$ cat config.mk
export PLATFORM = sky130hd
export DESIGN_NAME = lsd_regs
export DESIGN_NICKNAME = d
export VERILOG_FILES = /design/src/include/lsd_pkg.sv /design/src/hdl/lsd_regs.sv
export VERILOG_INCLUDE_DIRS = /design/src /design/src/include
export SDC_FILE = /design/constraint.sdc
export NUM_CORES = 1
export LEC_CHECK = 0
export ABC_AREA = 1
export ABC_CLOCK_PERIOD_IN_PS = 2200
export BUFFER_PORTS_ARGS = -buffer_cell sky130_fd_sc_hd__buf_2
export CORE_ASPECT_RATIO = 1.4
export CORE_MARGIN = 1
export CORE_UTILIZATION = 55
export CTS_CLUSTER_DIAMETER = 60
export CTS_CLUSTER_SIZE = 24
export DETAILED_ROUTE_END_ITERATION = 8
export PLACE_DENSITY = 0.81
export SYNTH_ARGS = -nofsm -noshare
export SYNTH_HDL_FRONTEND = slang
export SYNTH_SLANG_ARGS = --single-unit
$ cat constraint.sdc
create_clock -name clk_in -period 2.2 [get_ports clk_in]
set_input_delay 0.11 -clock clk_in [delete_from_list [all_inputs] [get_ports clk_in]]
set_output_delay 0.11 -clock clk_in [all_outputs]
set_load 0.05 [all_outputs]
$ cat src/include/lsd_cfg.svh
// Register map, field positions, reset values and timing counts.
`ifndef LSD_CFG_SVH
`define LSD_CFG_SVH

// Control bank locations of the duty registers.
`define LSD_ADDR_DUTY_INJ      6'h02
`define LSD_ADDR_DUTY_UNUSED   6'h03
`define LSD_ADDR_DUTY_RELAY_ONE_ON_STATE     6'h04
`define LSD_ADDR_DUTY_RELAY_TWO_ON_STATE     6'h05
`define LSD_ADDR_DUTY_TACH     6'h06
`define LSD_ADDR_DUTY_LAMP     6'h07

// Status bank locations.
`define LSD_ADDR_FLT_INJ       6'h00
`define LSD_ADDR_FLT_UNUSED    6'h01
`define LSD_ADDR_FLT_RELAY_ONE_ON_STATE      6'h02
`define LSD_ADDR_FLT_RELAY_TWO_ON_STATE      6'h03
`define LSD_ADDR_FLT_TACH      6'h04
`define LSD_ADDR_FLT_LAMP      6'h05
`define LSD_ADDR_ON_IND        6'h0E

// Frame header byte layout.
`define LSD_HDR_WRITE_BIT      7
`define LSD_HDR_STATUS_BIT     6

// Fault register bit positions.
`define LSD_FLT_SUMMARY_BIT    7
`define LSD_FLT_OL_BIT         3
`define LSD_FLT_OC_BIT         2
`define LSD_FLT_OT_BIT         1
`define LSD_FLT_SG_BIT         0

// Indicator register bit positions.
`define LSD_IND_INJ_BIT        7
`define LSD_IND_RELAY_ONE_ON_STATE_BIT       5
`define LSD_IND_RELAY_TWO_ON_STATE_BIT       4
`define LSD_IND_LAMP_BIT       3
`define LSD_IND_SPARK_BIT      2
`define LSD_IND_HEATER_BIT     0

`define LSD_DUTY_RESET         7'h00
`define LSD_REG_RESET          8'h00
`define LSD_DUTY_FULL          7'h64
`define LSD_LAST_STEP          7'h63

// Modulation timing: each period is split into 100 steps.
`define LSD_CLK_PERIOD_NS      10
`define LSD_STEPS_PER_PERIOD   100
`define LSD_FAST_FREQ_HZ       1000
`define LSD_SLOW_FREQ_HZ       100
`define LSD_FAST_STEP_CYC      (1000000000 / (`LSD_FAST_FREQ_HZ * \
  `LSD_STEPS_PER_PERIOD * `LSD_CLK_PERIOD_NS))
`define LSD_SLOW_STEP_CYC      (1000000000 / (`LSD_SLOW_FREQ_HZ * \
  `LSD_STEPS_PER_PERIOD * `LSD_CLK_PERIOD_NS))

`endif

$ cat src/include/lsd_pkg.sv
// Types shared by the low-side driver register bank.
package lsd_pkg;

  typedef enum logic [2:0] {
    LSD_SPI_IDLE = 3'b001,
    LSD_SPI_HDR  = 3'b010,
    LSD_SPI_DATA = 3'b100
  } lsd_spi_state_t;

  typedef enum logic [1:0] {
    LSD_RATE_NONE  = 2'b00,
    LSD_RATE_100HZ = 2'b01,
    LSD_RATE_1KHZ  = 2'b10,
    LSD_RATE_OFF   = 2'b11
  } lsd_rate_t;

endpackage

$ cat src/hdl/lsd_regs.sv
// SPI register bank, fault status and duty modulators of the low-side drivers.
// Summary of operation
// - Low seven duty bits set on-time in one percent steps, 0 to 100.
// - Duty codes from 100 to 127 all mean full on, never wrap.
// - Duty registers at 2,4,5,6,7; location 3 and bit 7 unused; reset zero.
// - Fault registers at 0,2,3,4,5; location 1 unused; all reset zero.
// - Fault bit 7 is the OR of the same register's bits 0 to 3.
// - Bit 3 flags open load and reads zero when detection is off.
// - Bit 2 flags overcurrent, bit 1 flags overtemperature, else zero.
// - Bit 0 flags short to ground, absent on the tachometer driver.
// - Location 14 shows on states of injector, relays, lamp, pre-drivers.
// - Spark pre-driver follows its parallel input; floating means off.
// - Heater pre-driver follows its parallel input; floating means off.
// - Internal modulation runs at 100 Hz or 1 kHz; other settings give none.
// - A cleared open-load sink enable forces that open-load flag to zero.
`timescale 1ns/1ps
`include "lsd_cfg.svh"

module lsd_regs #(
  parameter int SLOW_STEP_CYC = `LSD_SLOW_STEP_CYC
) (
  input  wire logic        clk_in,                // 100 MHz clock
  input  wire logic        reset_in,              // Synchronous, active high
  input  wire logic        spi_sclk_in,           // Serial clock
  input  wire logic        spi_cs_n_in,           // Chip select, active low
  input  wire logic        spi_mosi_in,           // Serial data in
  output logic             spi_miso_out,          // Serial data out
  input  wire logic [4:0]  drv_on_cmd_in,         // Per-driver on command
  input  wire logic [9:0]  pwm_rate_sel_in,       // Two rate bits per driver
  input  wire logic [4:0]  ol_sink_en_in,         // Open-load sink enables
  input  wire logic [4:0]  open_load_in,          // Raw open-load detect
  input  wire logic [4:0]  overcurrent_in,        // Raw overcurrent detect
  input  wire logic [4:0]  overtemp_in,           // Raw overtemp detect
  input  wire logic [4:0]  short_gnd_in,          // Raw short-to-ground
  input  wire logic        spark_parallel_in,     // Spark pre-driver input
  input  wire logic        heater_parallel_in,    // Heater pre-driver input
  output logic [4:0]       driver_gate_out,       // Low-side driver gates
  output logic             spark_gate_out,        // Spark pre-driver gate
  output logic             heater_gate_out        // Heater pre-driver gate
);

  localparam int FAST_STEP_CYC = `LSD_FAST_STEP_CYC;
  localparam logic [9:0]  FAST_LAST = 10'(FAST_STEP_CYC - 1);
  localparam logic [15:0] SLOW_LAST = 16'(SLOW_STEP_CYC - 1);

  lsd_pkg::lsd_spi_state_t state_ff;
  logic [2:0]  bit_cnt_ff;
  logic [7:0]  rx_ff;
  logic [7:0]  hdr_ff;
  logic [7:0]  tx_ff;
  logic        sclk_d_ff;
  logic        cs_n_d_ff;
  logic [9:0]  fast_cnt_ff;
  logic [15:0] slow_cnt_ff;
  logic [6:0]  duty_ff  [5];
  logic [3:0]  fault_ff [5];
  logic [6:0]  phase_ff [5];
  logic [7:0]  ind_ff;

  // Returns {hit, index} of the driver whose register sits at addr.
  function automatic logic [3:0] drv_decode(input logic stat,
                                            input logic [5:0] addr);
    logic [3:0] res;
    res = 4'h0;
    if (stat) begin
      unique case (addr)
        `LSD_ADDR_FLT_INJ:  res = 4'h8;
        `LSD_ADDR_FLT_RELAY_ONE_ON_STATE: res = 4'h9;
        `LSD_ADDR_FLT_RELAY_TWO_ON_STATE: res = 4'hA;
        `LSD_ADDR_FLT_TACH: res = 4'hB;
        `LSD_ADDR_FLT_LAMP: res = 4'hC;
        default:            res = 4'h0;
      endcase
    end else begin
      unique case (addr)
        `LSD_ADDR_DUTY_INJ:  res = 4'h8;
        `LSD_ADDR_DUTY_RELAY_ONE_ON_STATE: res = 4'h9;
        `LSD_ADDR_DUTY_RELAY_TWO_ON_STATE: res = 4'hA;
        `LSD_ADDR_DUTY_TACH: res = 4'hB;
        `LSD_ADDR_DUTY_LAMP: res = 4'hC;
        default:             res = 4'h0;
      endcase
    end
    return res;
  endfunction

  // Serial front end: SCLK is sampled by clk_in, so it must run well below it.
  wire       sclk_rise   = spi_sclk_in & ~sclk_d_ff;
  wire       sclk_fall   = ~spi_sclk_in & sclk_d_ff;
  wire       frame_start = cs_n_d_ff & ~spi_cs_n_in;
  wire       byte_done   = sclk_rise & (bit_cnt_ff == 3'h7);
  wire [7:0] shift_in    = {rx_ff[6:0], spi_mosi_in};

  // Read decode works on the header as it completes.
  // Decoding on the fly costs a wide path behind the eighth rise, but the
  // read byte is then ready before the first falling edge of the data byte.
  wire       rd_stat = shift_in[`LSD_HDR_STATUS_BIT];
  wire [3:0] rd_dec  = drv_decode(rd_stat, shift_in[5:0]);
  wire [2:0] rd_idx  = rd_dec[2:0];
  wire       rd_ind  = rd_stat & (shift_in[5:0] == `LSD_ADDR_ON_IND);
  wire [7:0] rd_flt  = {|fault_ff[rd_idx], 3'h0, fault_ff[rd_idx]};
  wire [7:0] rd_duty = {1'b0, duty_ff[rd_idx]};
  wire [7:0] rd_data = rd_ind ? ind_ff :
                       !rd_dec[3] ? `LSD_REG_RESET :
                       rd_stat ? rd_flt : rd_duty;

  // Write decode uses the latched header; only the control bank is writable.
  wire [3:0] wr_dec  = drv_decode(hdr_ff[`LSD_HDR_STATUS_BIT], hdr_ff[5:0]);
  wire       wr_fire = (state_ff == lsd_pkg::LSD_SPI_DATA) & byte_done &
                       hdr_ff[`LSD_HDR_WRITE_BIT] &
                       ~hdr_ff[`LSD_HDR_STATUS_BIT] & wr_dec[3];

  always_ff @(posedge clk_in) begin
    if (reset_in) begin
      sclk_d_ff <= 1'b0;
      cs_n_d_ff <= 1'b1;
    end else begin
      sclk_d_ff <= spi_sclk_in;
      cs_n_d_ff <= spi_cs_n_in;
    end
  end

  always_ff @(posedge clk_in) begin
    if (reset_in || spi_cs_n_in) begin
      state_ff     <= lsd_pkg::LSD_SPI_IDLE;
      bit_cnt_ff   <= 3'h0;
      spi_miso_out <= 1'b0;
      if (reset_in) begin
        rx_ff  <= 8'h00;
        hdr_ff <= 8'h00;
        tx_ff  <= 8'h00;
      end
    end else begin
      if (sclk_rise && state_ff != lsd_pkg::LSD_SPI_IDLE) begin
        rx_ff      <= shift_in;
        bit_cnt_ff <= bit_cnt_ff + 3'h1;
      end
      unique case (state_ff)
        lsd_pkg::LSD_SPI_IDLE: begin
          if (frame_start) begin
            state_ff <= lsd_pkg::LSD_SPI_HDR;
          end
        end
        lsd_pkg::LSD_SPI_HDR: begin
          if (byte_done) begin
            hdr_ff   <= shift_in;
            tx_ff    <= rd_data;
            state_ff <= lsd_pkg::LSD_SPI_DATA;
          end
        end
        lsd_pkg::LSD_SPI_DATA: begin
          if (sclk_fall) begin
            spi_miso_out <= tx_ff[7];
            tx_ff        <= {tx_ff[6:0], 1'b0};
          end
          // Extra clocks after the second byte are ignored until CS rises.
          if (byte_done) begin
            state_ff <= lsd_pkg::LSD_SPI_IDLE;
          end
        end
        default: state_ff <= lsd_pkg::LSD_SPI_IDLE;
      endcase
    end
  end

  // Shared step ticks for both modulation rates.
  // Sharing one divider keeps drivers of equal rate in phase with each other.
  wire tick_fast = (fast_cnt_ff == FAST_LAST);
  wire tick_slow = (slow_cnt_ff == SLOW_LAST);

  always_ff @(posedge clk_in) begin
    if (reset_in) begin
      fast_cnt_ff <= 10'h000;
      slow_cnt_ff <= 16'h0000;
    end else begin
      fast_cnt_ff <= tick_fast ? 10'h000 : fast_cnt_ff + 10'h001;
      slow_cnt_ff <= tick_slow ? 16'h0000 : slow_cnt_ff + 16'h0001;
    end
  end

  logic [4:0] gate_ff;
  logic [4:0] step_tick;
  logic [4:0] mod_active;
  logic [6:0] duty_sat [5];

  for (genvar i = 0; i < 5; i++) begin : g_drv
    wire lsd_pkg::lsd_rate_t rate =
      lsd_pkg::lsd_rate_t'(pwm_rate_sel_in[2*i+:2]);
    wire fault_sg = (i == 3) ? 1'b0 : short_gnd_in[i];
    assign mod_active[i] = (rate == lsd_pkg::LSD_RATE_100HZ) ||
                           (rate == lsd_pkg::LSD_RATE_1KHZ);
    assign step_tick[i]  = (rate == lsd_pkg::LSD_RATE_1KHZ) ? tick_fast :
                                                              tick_slow;
    assign duty_sat[i]   = (duty_ff[i] >= `LSD_DUTY_FULL) ?
                           `LSD_DUTY_FULL : duty_ff[i];

    always_ff @(posedge clk_in) begin
      if (reset_in) begin
        duty_ff[i] <= `LSD_DUTY_RESET;
      end else if (wr_fire && wr_dec[2:0] == 3'(i)) begin
        duty_ff[i] <= shift_in[6:0];
      end
    end

    always_ff @(posedge clk_in) begin
      if (reset_in) begin
        fault_ff[i] <= 4'h0;
      end else begin
        fault_ff[i] <= {open_load_in[i] & ol_sink_en_in[i],
                        overcurrent_in[i], overtemp_in[i],
                        fault_sg};
      end
    end

    // Phase counts 0..99; on while below the saturated duty count.
    always_ff @(posedge clk_in) begin
      if (reset_in) begin
        phase_ff[i] <= 7'h00;
        gate_ff[i]  <= 1'b0;
      end else begin
        if (step_tick[i]) begin
          phase_ff[i] <= (phase_ff[i] >= `LSD_LAST_STEP) ? 7'h00 :
                         phase_ff[i] + 7'h01;
        end
        gate_ff[i] <= drv_on_cmd_in[i] &
                      (~mod_active[i] | (phase_ff[i] < duty_sat[i]));
      end
    end
  end

  // Pre-drivers follow their inputs; the pins' pull-downs make floating off.
  always_ff @(posedge clk_in) begin
    if (reset_in) begin
      spark_gate_out  <= 1'b0;
      heater_gate_out <= 1'b0;
      ind_ff          <= `LSD_REG_RESET;
    end else begin
      spark_gate_out  <= spark_parallel_in;
      heater_gate_out <= heater_parallel_in;
      ind_ff          <= {gate_ff[0], 1'b0, gate_ff[1], gate_ff[2],
                          gate_ff[4], spark_gate_out, 1'b0,
                          heater_gate_out};
    end
  end

  assign driver_gate_out = gate_ff;
endmodule

# Word-level counts from Yosys, hierarchy flattened
# Memory sizes are Yosys's and may differ from the RTL's.
# Cells that the tools add are included.
dict set report totals {
  register_bits 73
  output_inout_bits 8
  elab_cells 246
  ram_bits 90
  memories 3
  in_bits 47
}
dict set report classes {
  reduce_logical 27
  addsub 8
  n_lt_le_gt_ge 15
  bitwise_logic 48
  mux 86
  eq_ne 40
}
# name words word_bits rd rd_ports_with_merged_regs write_ports line_no
set mem_list {}
lappend mem_list {duty_ff 5 7 6 0 5 lsd_regs.sv:55} ;# logic [6:0] duty_ff [5];
lappend mem_list {phase_ff 5 7 5 0 5 lsd_regs.sv:57} ;# logic [6:0] phase_ff [5];
lappend mem_list {fault_ff 5 4 1 0 5 lsd_regs.sv:56} ;# logic [3:0] fault_ff [5];
# operator count
set ops {}
lappend ops {{$mux W7} 22}
lappend ops {{$mux W8} 10}
lappend ops {{$pmux W4 S5} 4}
lappend ops {{$ge A7 B7 Y1 const B} 10}
lappend ops {{$eq A6 B3 Y1 const B} 8}
lappend ops {{$mux W1} 38}
lappend ops {{$add A7 B1 Y7 const B} 5}
lappend ops {{$lt A7 B7 Y1} 5}
lappend ops {{$mux W4} 7}
lappend ops {{$eq A6 B2 Y1 const B} 4}
lappend ops {{$or A1 B1 Y1} 20}
lappend ops {{$and A1 B1 Y1} 19}
lappend ops {{$add A16 B1 Y16 const B} 1}
lappend ops {{$eq A16 B14 Y1 const B} 1}
lappend ops {{$pmux W8 S2} 1}
lappend ops {{$logic_not A6 Y1} 2}
lappend ops {{$add A10 B1 Y10 const B} 1}
lappend ops {{$eq A10 B10 Y1 const B} 1}
lappend ops {{$eq A2 B1 Y1 const B} 5}
lappend ops {{$eq A2 B2 Y1 const B} 5}
lappend ops {{$eq A3 B2 Y1 const B} 3}
lappend ops {{$eq A3 B3 Y1 const B} 3}
lappend ops {{$mux W3} 3}
lappend ops {{$not A1 Y1} 9}
lappend ops {{18 further kinds} 37}

# Logic depth before layout (Yosys ltp)
dict set report depth {
  depth_word 12
  ltp_mapped 15
  depth_no_buf 15
}

# Least setup slack after synthesis
# Ideal clock, no wire load.
dict set report synth_path {
  path_kind {register to register}
  startpoint {register hdr_ff[3]}
  endpoint {memory duty_ff[3][0], enable pin}
  arrival_ns 1.757
  stages_incl_launch_ff 7
  path_slack_ns 0.063
  path_cell_list {edfxtp_1 -> nor3_1 -> nor3b_1 -> nand2_1 -> o22ai_2 -> inv_1 -> o21ai_0}
}
# element line_no
set synth_rtl {}
lappend synth_rtl {{start: declaration} lsd_regs.sv:49} ;# logic [7:0] hdr_ff;
lappend synth_rtl {{start signal: assignment} lsd_regs.sv:146} ;# hdr_ff <= shift_in;
lappend synth_rtl {{end: declaration} lsd_regs.sv:55}

# Worst setup path in the final report
dict set report layout_path {
  startpoint {register rx_ff[1]}
  endpoint {register tx_ff[4], data pin}
}
dict set report layout_via {
  elab_chain_len 10
}
# element line_no
set layout_rtl {}
lappend layout_rtl {{start: declaration} lsd_regs.sv:48} ;# logic [7:0] rx_ff;
lappend layout_rtl {{start signal: assignment} lsd_regs.sv:135} ;# rx_ff <= shift_in;
lappend layout_rtl {{$eq A6 B3 Y1 (tied with other cells)} lsd_regs.sv:75} ;# unique case (addr)
lappend layout_rtl {{$pmux W4 S5, on equally long branches} {lsd_regs.sv:75, lsd_regs.sv:66}}
lappend layout_rtl {{$mux W4} lsd_regs.sv:65} ;# if (stat) begin
lappend layout_rtl {{$mem_v2 Z5 W7} -}
lappend layout_rtl {{$mux W8} lsd_regs.sv:105} ;# rd_stat ? rd_flt : rd_duty;
lappend layout_rtl {{$mux W8} lsd_regs.sv:104} ;# !rd_dec[3] ? `LSD_REG_RESET :
lappend layout_rtl {{$mux W8 *} lsd_regs.sv:103} ;# wire [7:0] rd_data = rd_ind ? ind_ff :
lappend layout_rtl {{$mux W8 *} lsd_regs.sv:145} ;# if (byte_done) begin
lappend layout_rtl {{$pmux W8 S2 *} lsd_regs.sv:138} ;# unique case (state_ff)
lappend layout_rtl {{$mux W8 *} lsd_regs.sv:124} ;# if (reset_in || spi_cs_n_in) begin
lappend layout_rtl {{end signal: assignment} lsd_regs.sv:147} ;# tx_ff <= rd_data;
lappend layout_rtl {{end signal: assignment} lsd_regs.sv:154} ;# tx_ff <= {tx_ff[6:0], 1'b0};
lappend layout_rtl {{end: declaration} lsd_regs.sv:50} ;# logic [7:0] tx_ff;
# Mark *: on every way between the ends. The rest lies on a longest branch, timed or not. The select of a mux whose other input is x is not followed.
# A chain may end at the register's enable or synchronous reset.

==> flow_metrics.env <==
export IMPL_mostFrequentLayoutCells="nor2_1 (177), nand2_1 (163), inv_1 (129)"
export IMPL_end_kind="register"
export IMPL_timing_hold_ws_ns=0.0288
export IMPL_powerDensity_mw_per_mm2=716
export IMPL_ys_seq_area_share_pct=49.6
export IMPL_grt_total_usage_pct=26.1
export IMPL_finalClockSkew_ns=0.0111
export IMPL_insertion_delay_ns=0.44
export IMPL_rsz0062_at_grt="yes"
export IMPL_gp_congestion=0.897
export IMPL_cts_buffer_depth=2
export IMPL_min_path_type="input port to register"
export IMPL_switchingPower_mw=1.72
export IMPL_ys_seq_elements=160
export IMPL_synth_ff_type="edfxtp_1"
export IMPL_area_growth_pct=20.7
export IMPL_drv_cap=0
export IMPL_yosysWarnings=0
export IMPL_synthDistinctLibCells=43
export IMPL_clockRootBuffer="clkbuf_16"
export IMPL_die_area_mm2=0.0156
export IMPL_syn_num_nets=1081
export IMPL_worst_slack_ns=0.0992
export IMPL_grt_overflow=0
export IMPL_worst_pin_slew_ns=1.09
export IMPL_setup_viol=0
export IMPL_final_hold_viol_count=0
export IMPL_drive_gt1_share_pct=15.1
export IMPL_fin_nets=1205
export IMPL_fin_crit_sh_pct=95.5
export IMPL_die_w_um=106
export IMPL_fin_crit_ns=2.10
export IMPL_drc=0
export IMPL_grt_pass1_vias=6800
export IMPL_clockPowerShare_pct=43.1
export IMPL_htreeDepth=4
export IMPL_synth_area_mm2=0.00833
export IMPL_synth_async_reset_ratio_pct=0
export IMPL_utilization_pct=68.7
export IMPL_drt_wirelength_per_cell_um=14.8
export IMPL_detailed_place_hpwl_um=13700
export IMPL_route_met2_wl_um=10300
export IMPL_seq_power_share_pct=47.0
export IMPL_avgSynthCellArea_um2=8.41
export IMPL_synth_edff_count=93
export IMPL_tritoncts="built"
export IMPL_initial_utilization_pct=56.9
export IMPL_n_antenna_cell=0
export IMPL_critPathKind="register to register"
export IMPL_place_area_mm2=0.00894
export IMPL_design_area_mm2=0.0101
export IMPL_drt_iter0_markers=482
export IMPL_status="completed"
export IMPL_drv_slew=0
export IMPL_m1WireLength_um=7520
export IMPL_core_mm2=0.0146
export IMPL_io_buffers=53
export IMPL_avgViaCountPerCell=5.43
export IMPL_drtPass1Iterations=6
export IMPL_relSlewSlack_pct=26.9
export IMPL_final_common_cell="nor2_1"
export IMPL_fmax_mhz=476
export IMPL_power_leakage_nw=4.45
export IMPL_cp_start_kind="register"
export IMPL_fin_tns_setup_ns=0
export IMPL_ioPinCount=55
export IMPL_die_height_um=148
export IMPL_synth_cells=990
export IMPL_critPathMaxFanout=10
export IMPL_maxUsedRoutingLayer="met4"
export IMPL_p_sw_share_pct=23.8
export IMPL_p_comb_share_pct=9.9
export IMPL_arrival_ns=2.26
export IMPL_cp_required_ns=2.36
export IMPL_grt_first_pass_wirelength_um=31500
export IMPL_fill_cells=1107
export IMPL_clkTransAtPathRegs_ns=0.06
export IMPL_routed_wl_um=19500
export IMPL_numCtsBuffers=17
export IMPL_pre_cts_ws_ns=0.104
export IMPL_grt_max_degree=32
export IMPL_fp_row_count=52
export IMPL_clkSinkCount=160
export IMPL_via_count=7149
export IMPL_drtAntennaViolNets=0
export IMPL_route_met3_wl_um=895
export IMPL_peakVddDrop_mv=0.515
export IMPL_internal_power_mw=5.48
export IMPL_antenna_found_initial=0
==> power groups by stage <==
| stage | Clock (mW) | Combinational [mW] | Sequential (mW) |
|---|---|---|---|
| after global placement | 0 | 0.609 | 3.44 |
| after global routing | 3.26 | 0.794 | 3.40 |
| final | 3.10 | 0.709 | 3.38 |
| after floorplan | 0 | 0.408 | 3.44 |
| after CTS | 3.14 | 0.681 | 3.38 |
| after detailed placement | 0 | 0.627 | 3.44 |
==> state kept, by name, summed over array words and instances, names as in the netlist <==
name	count
rx_ff	7
sclk_d_ff	1
hdr_ff	8
heater_gate_out	1
phase_ff	35
duty_ff	35
fast_cnt_ff	10
slow_cnt_ff	16
state_ff	3
driver_gate_out	5
fault_ff	19
spi_miso_out	1
spark_gate_out	1
cs_n_d_ff	1
ind_ff	6
bit_cnt_ff	3
tx_ff	8
==> final cells by class <==
type,count,area (µm²),area share (%)
sequential,160,4130,41.1
multi-input combinational,676,3660,36.4
timing repair buffer,121,865,8.60
inverter,138,523,5.20
clock buffer,22,518,5.15
tap,189,236,2.35
clock inverter,10,119,1.18
==> per-stage QoR <==
step,total power [mW],cells
floorplan,3.85,990
global placement,4.05,1244
detailed placement,4.07,1244
CTS,7.20,1310
global route,7.45,1316
finish,7.19,1316
==> metal layers <==
layer	global-route usage, %	vias to the layer above
li1	-	3526
met1	28.4	3341
met2	47.8	225
met3	4.14	57
met4	14.3	0
met5	0	-
==> Yosys cell counts (2+ instances only) <==
cell	n	share of area [%]
or2_0	3	0.23
ha_1	44	6.6
o21bai_1	5	0.45
buf_2	2	0.12
o21ai_1	2	0.12
nand2_4	2	0.27
o21ai_0	48	2.9
xor2_1	17	1.8
o211ai_1	10	0.90
nand2_2	4	0.30
a21oi_1	50	3.0
nor4_1	5	0.38
nand4_1	14	1.1
buf_6	4	0.54
nor2_1	178	8.0
inv_2	8	0.36
nor3_2	2	0.24
xnor2_1	2	0.21
nor3_1	14	0.84
or2_2	15	1.1
nand2_1	166	7.5
dfxtp_1	67	16
nand3_2	4	0.48
inv_1	129	5.8
o21a_1	6	0.54
a31oi_1	9	0.68
edfxtp_1	93	34
nor3b_1	8	0.72
nor2_4	2	0.27
nand3_1	56	3.4
clkbuf_1	9	0.41
==> critical path, stage by stage, from the launching register on <==
cell and delay [ns]:
edfxtp_1 0.45, nor2_2 0.20, buf_4 0.14, nand3_1 0.08, nand3_1 0.10, nand2_2 0.09
buf_6 0.15, o21ai_0 0.14, a21oi_1 0.08, o21ai_0 0.24, a31oi_1 0.13
==> logic make-up after synthesis <==
logic type | Yosys count | share of synthesized area [%]
buffers and inverters | 154 | 7.45
AND/OR/NAND/NOR | 476 | 25.0
flip-flops | 160 | 49.6
adder cells (fa/ha/maj) | 44 | 6.61
XOR/XNOR | 19 | 2.00
AO/OA/AOI/OAI | 137 | 9.31
==> worst paths after layout <==
check	endpoint	slack (ns)	start	depth (start not counted)
setup / recovery	tx_ff[4]	0.1	rx_ff[1]	10
hold / removal	driver_gate_out[2]	0.03	pwm_rate_sel_in[5]	4
setup reg to reg	tx_ff[4]	0.1	rx_ff[1]	10
hold reg to reg	ind_ff[5]	0.43	driver_gate_out[1]	2
==> timing repair <==
| action | 4_1_cts | 5_1_grt |
|---|---|---|
| hold endpoints to repair | 28 | 0 |
| setup endpoints to repair | 0 | 57 |
| hold buffers | 34 | 0 |
| setup buffers | 0 | 6 |
| resized for setup | 0 | 23 |
(Power assumes the default switching activity.)
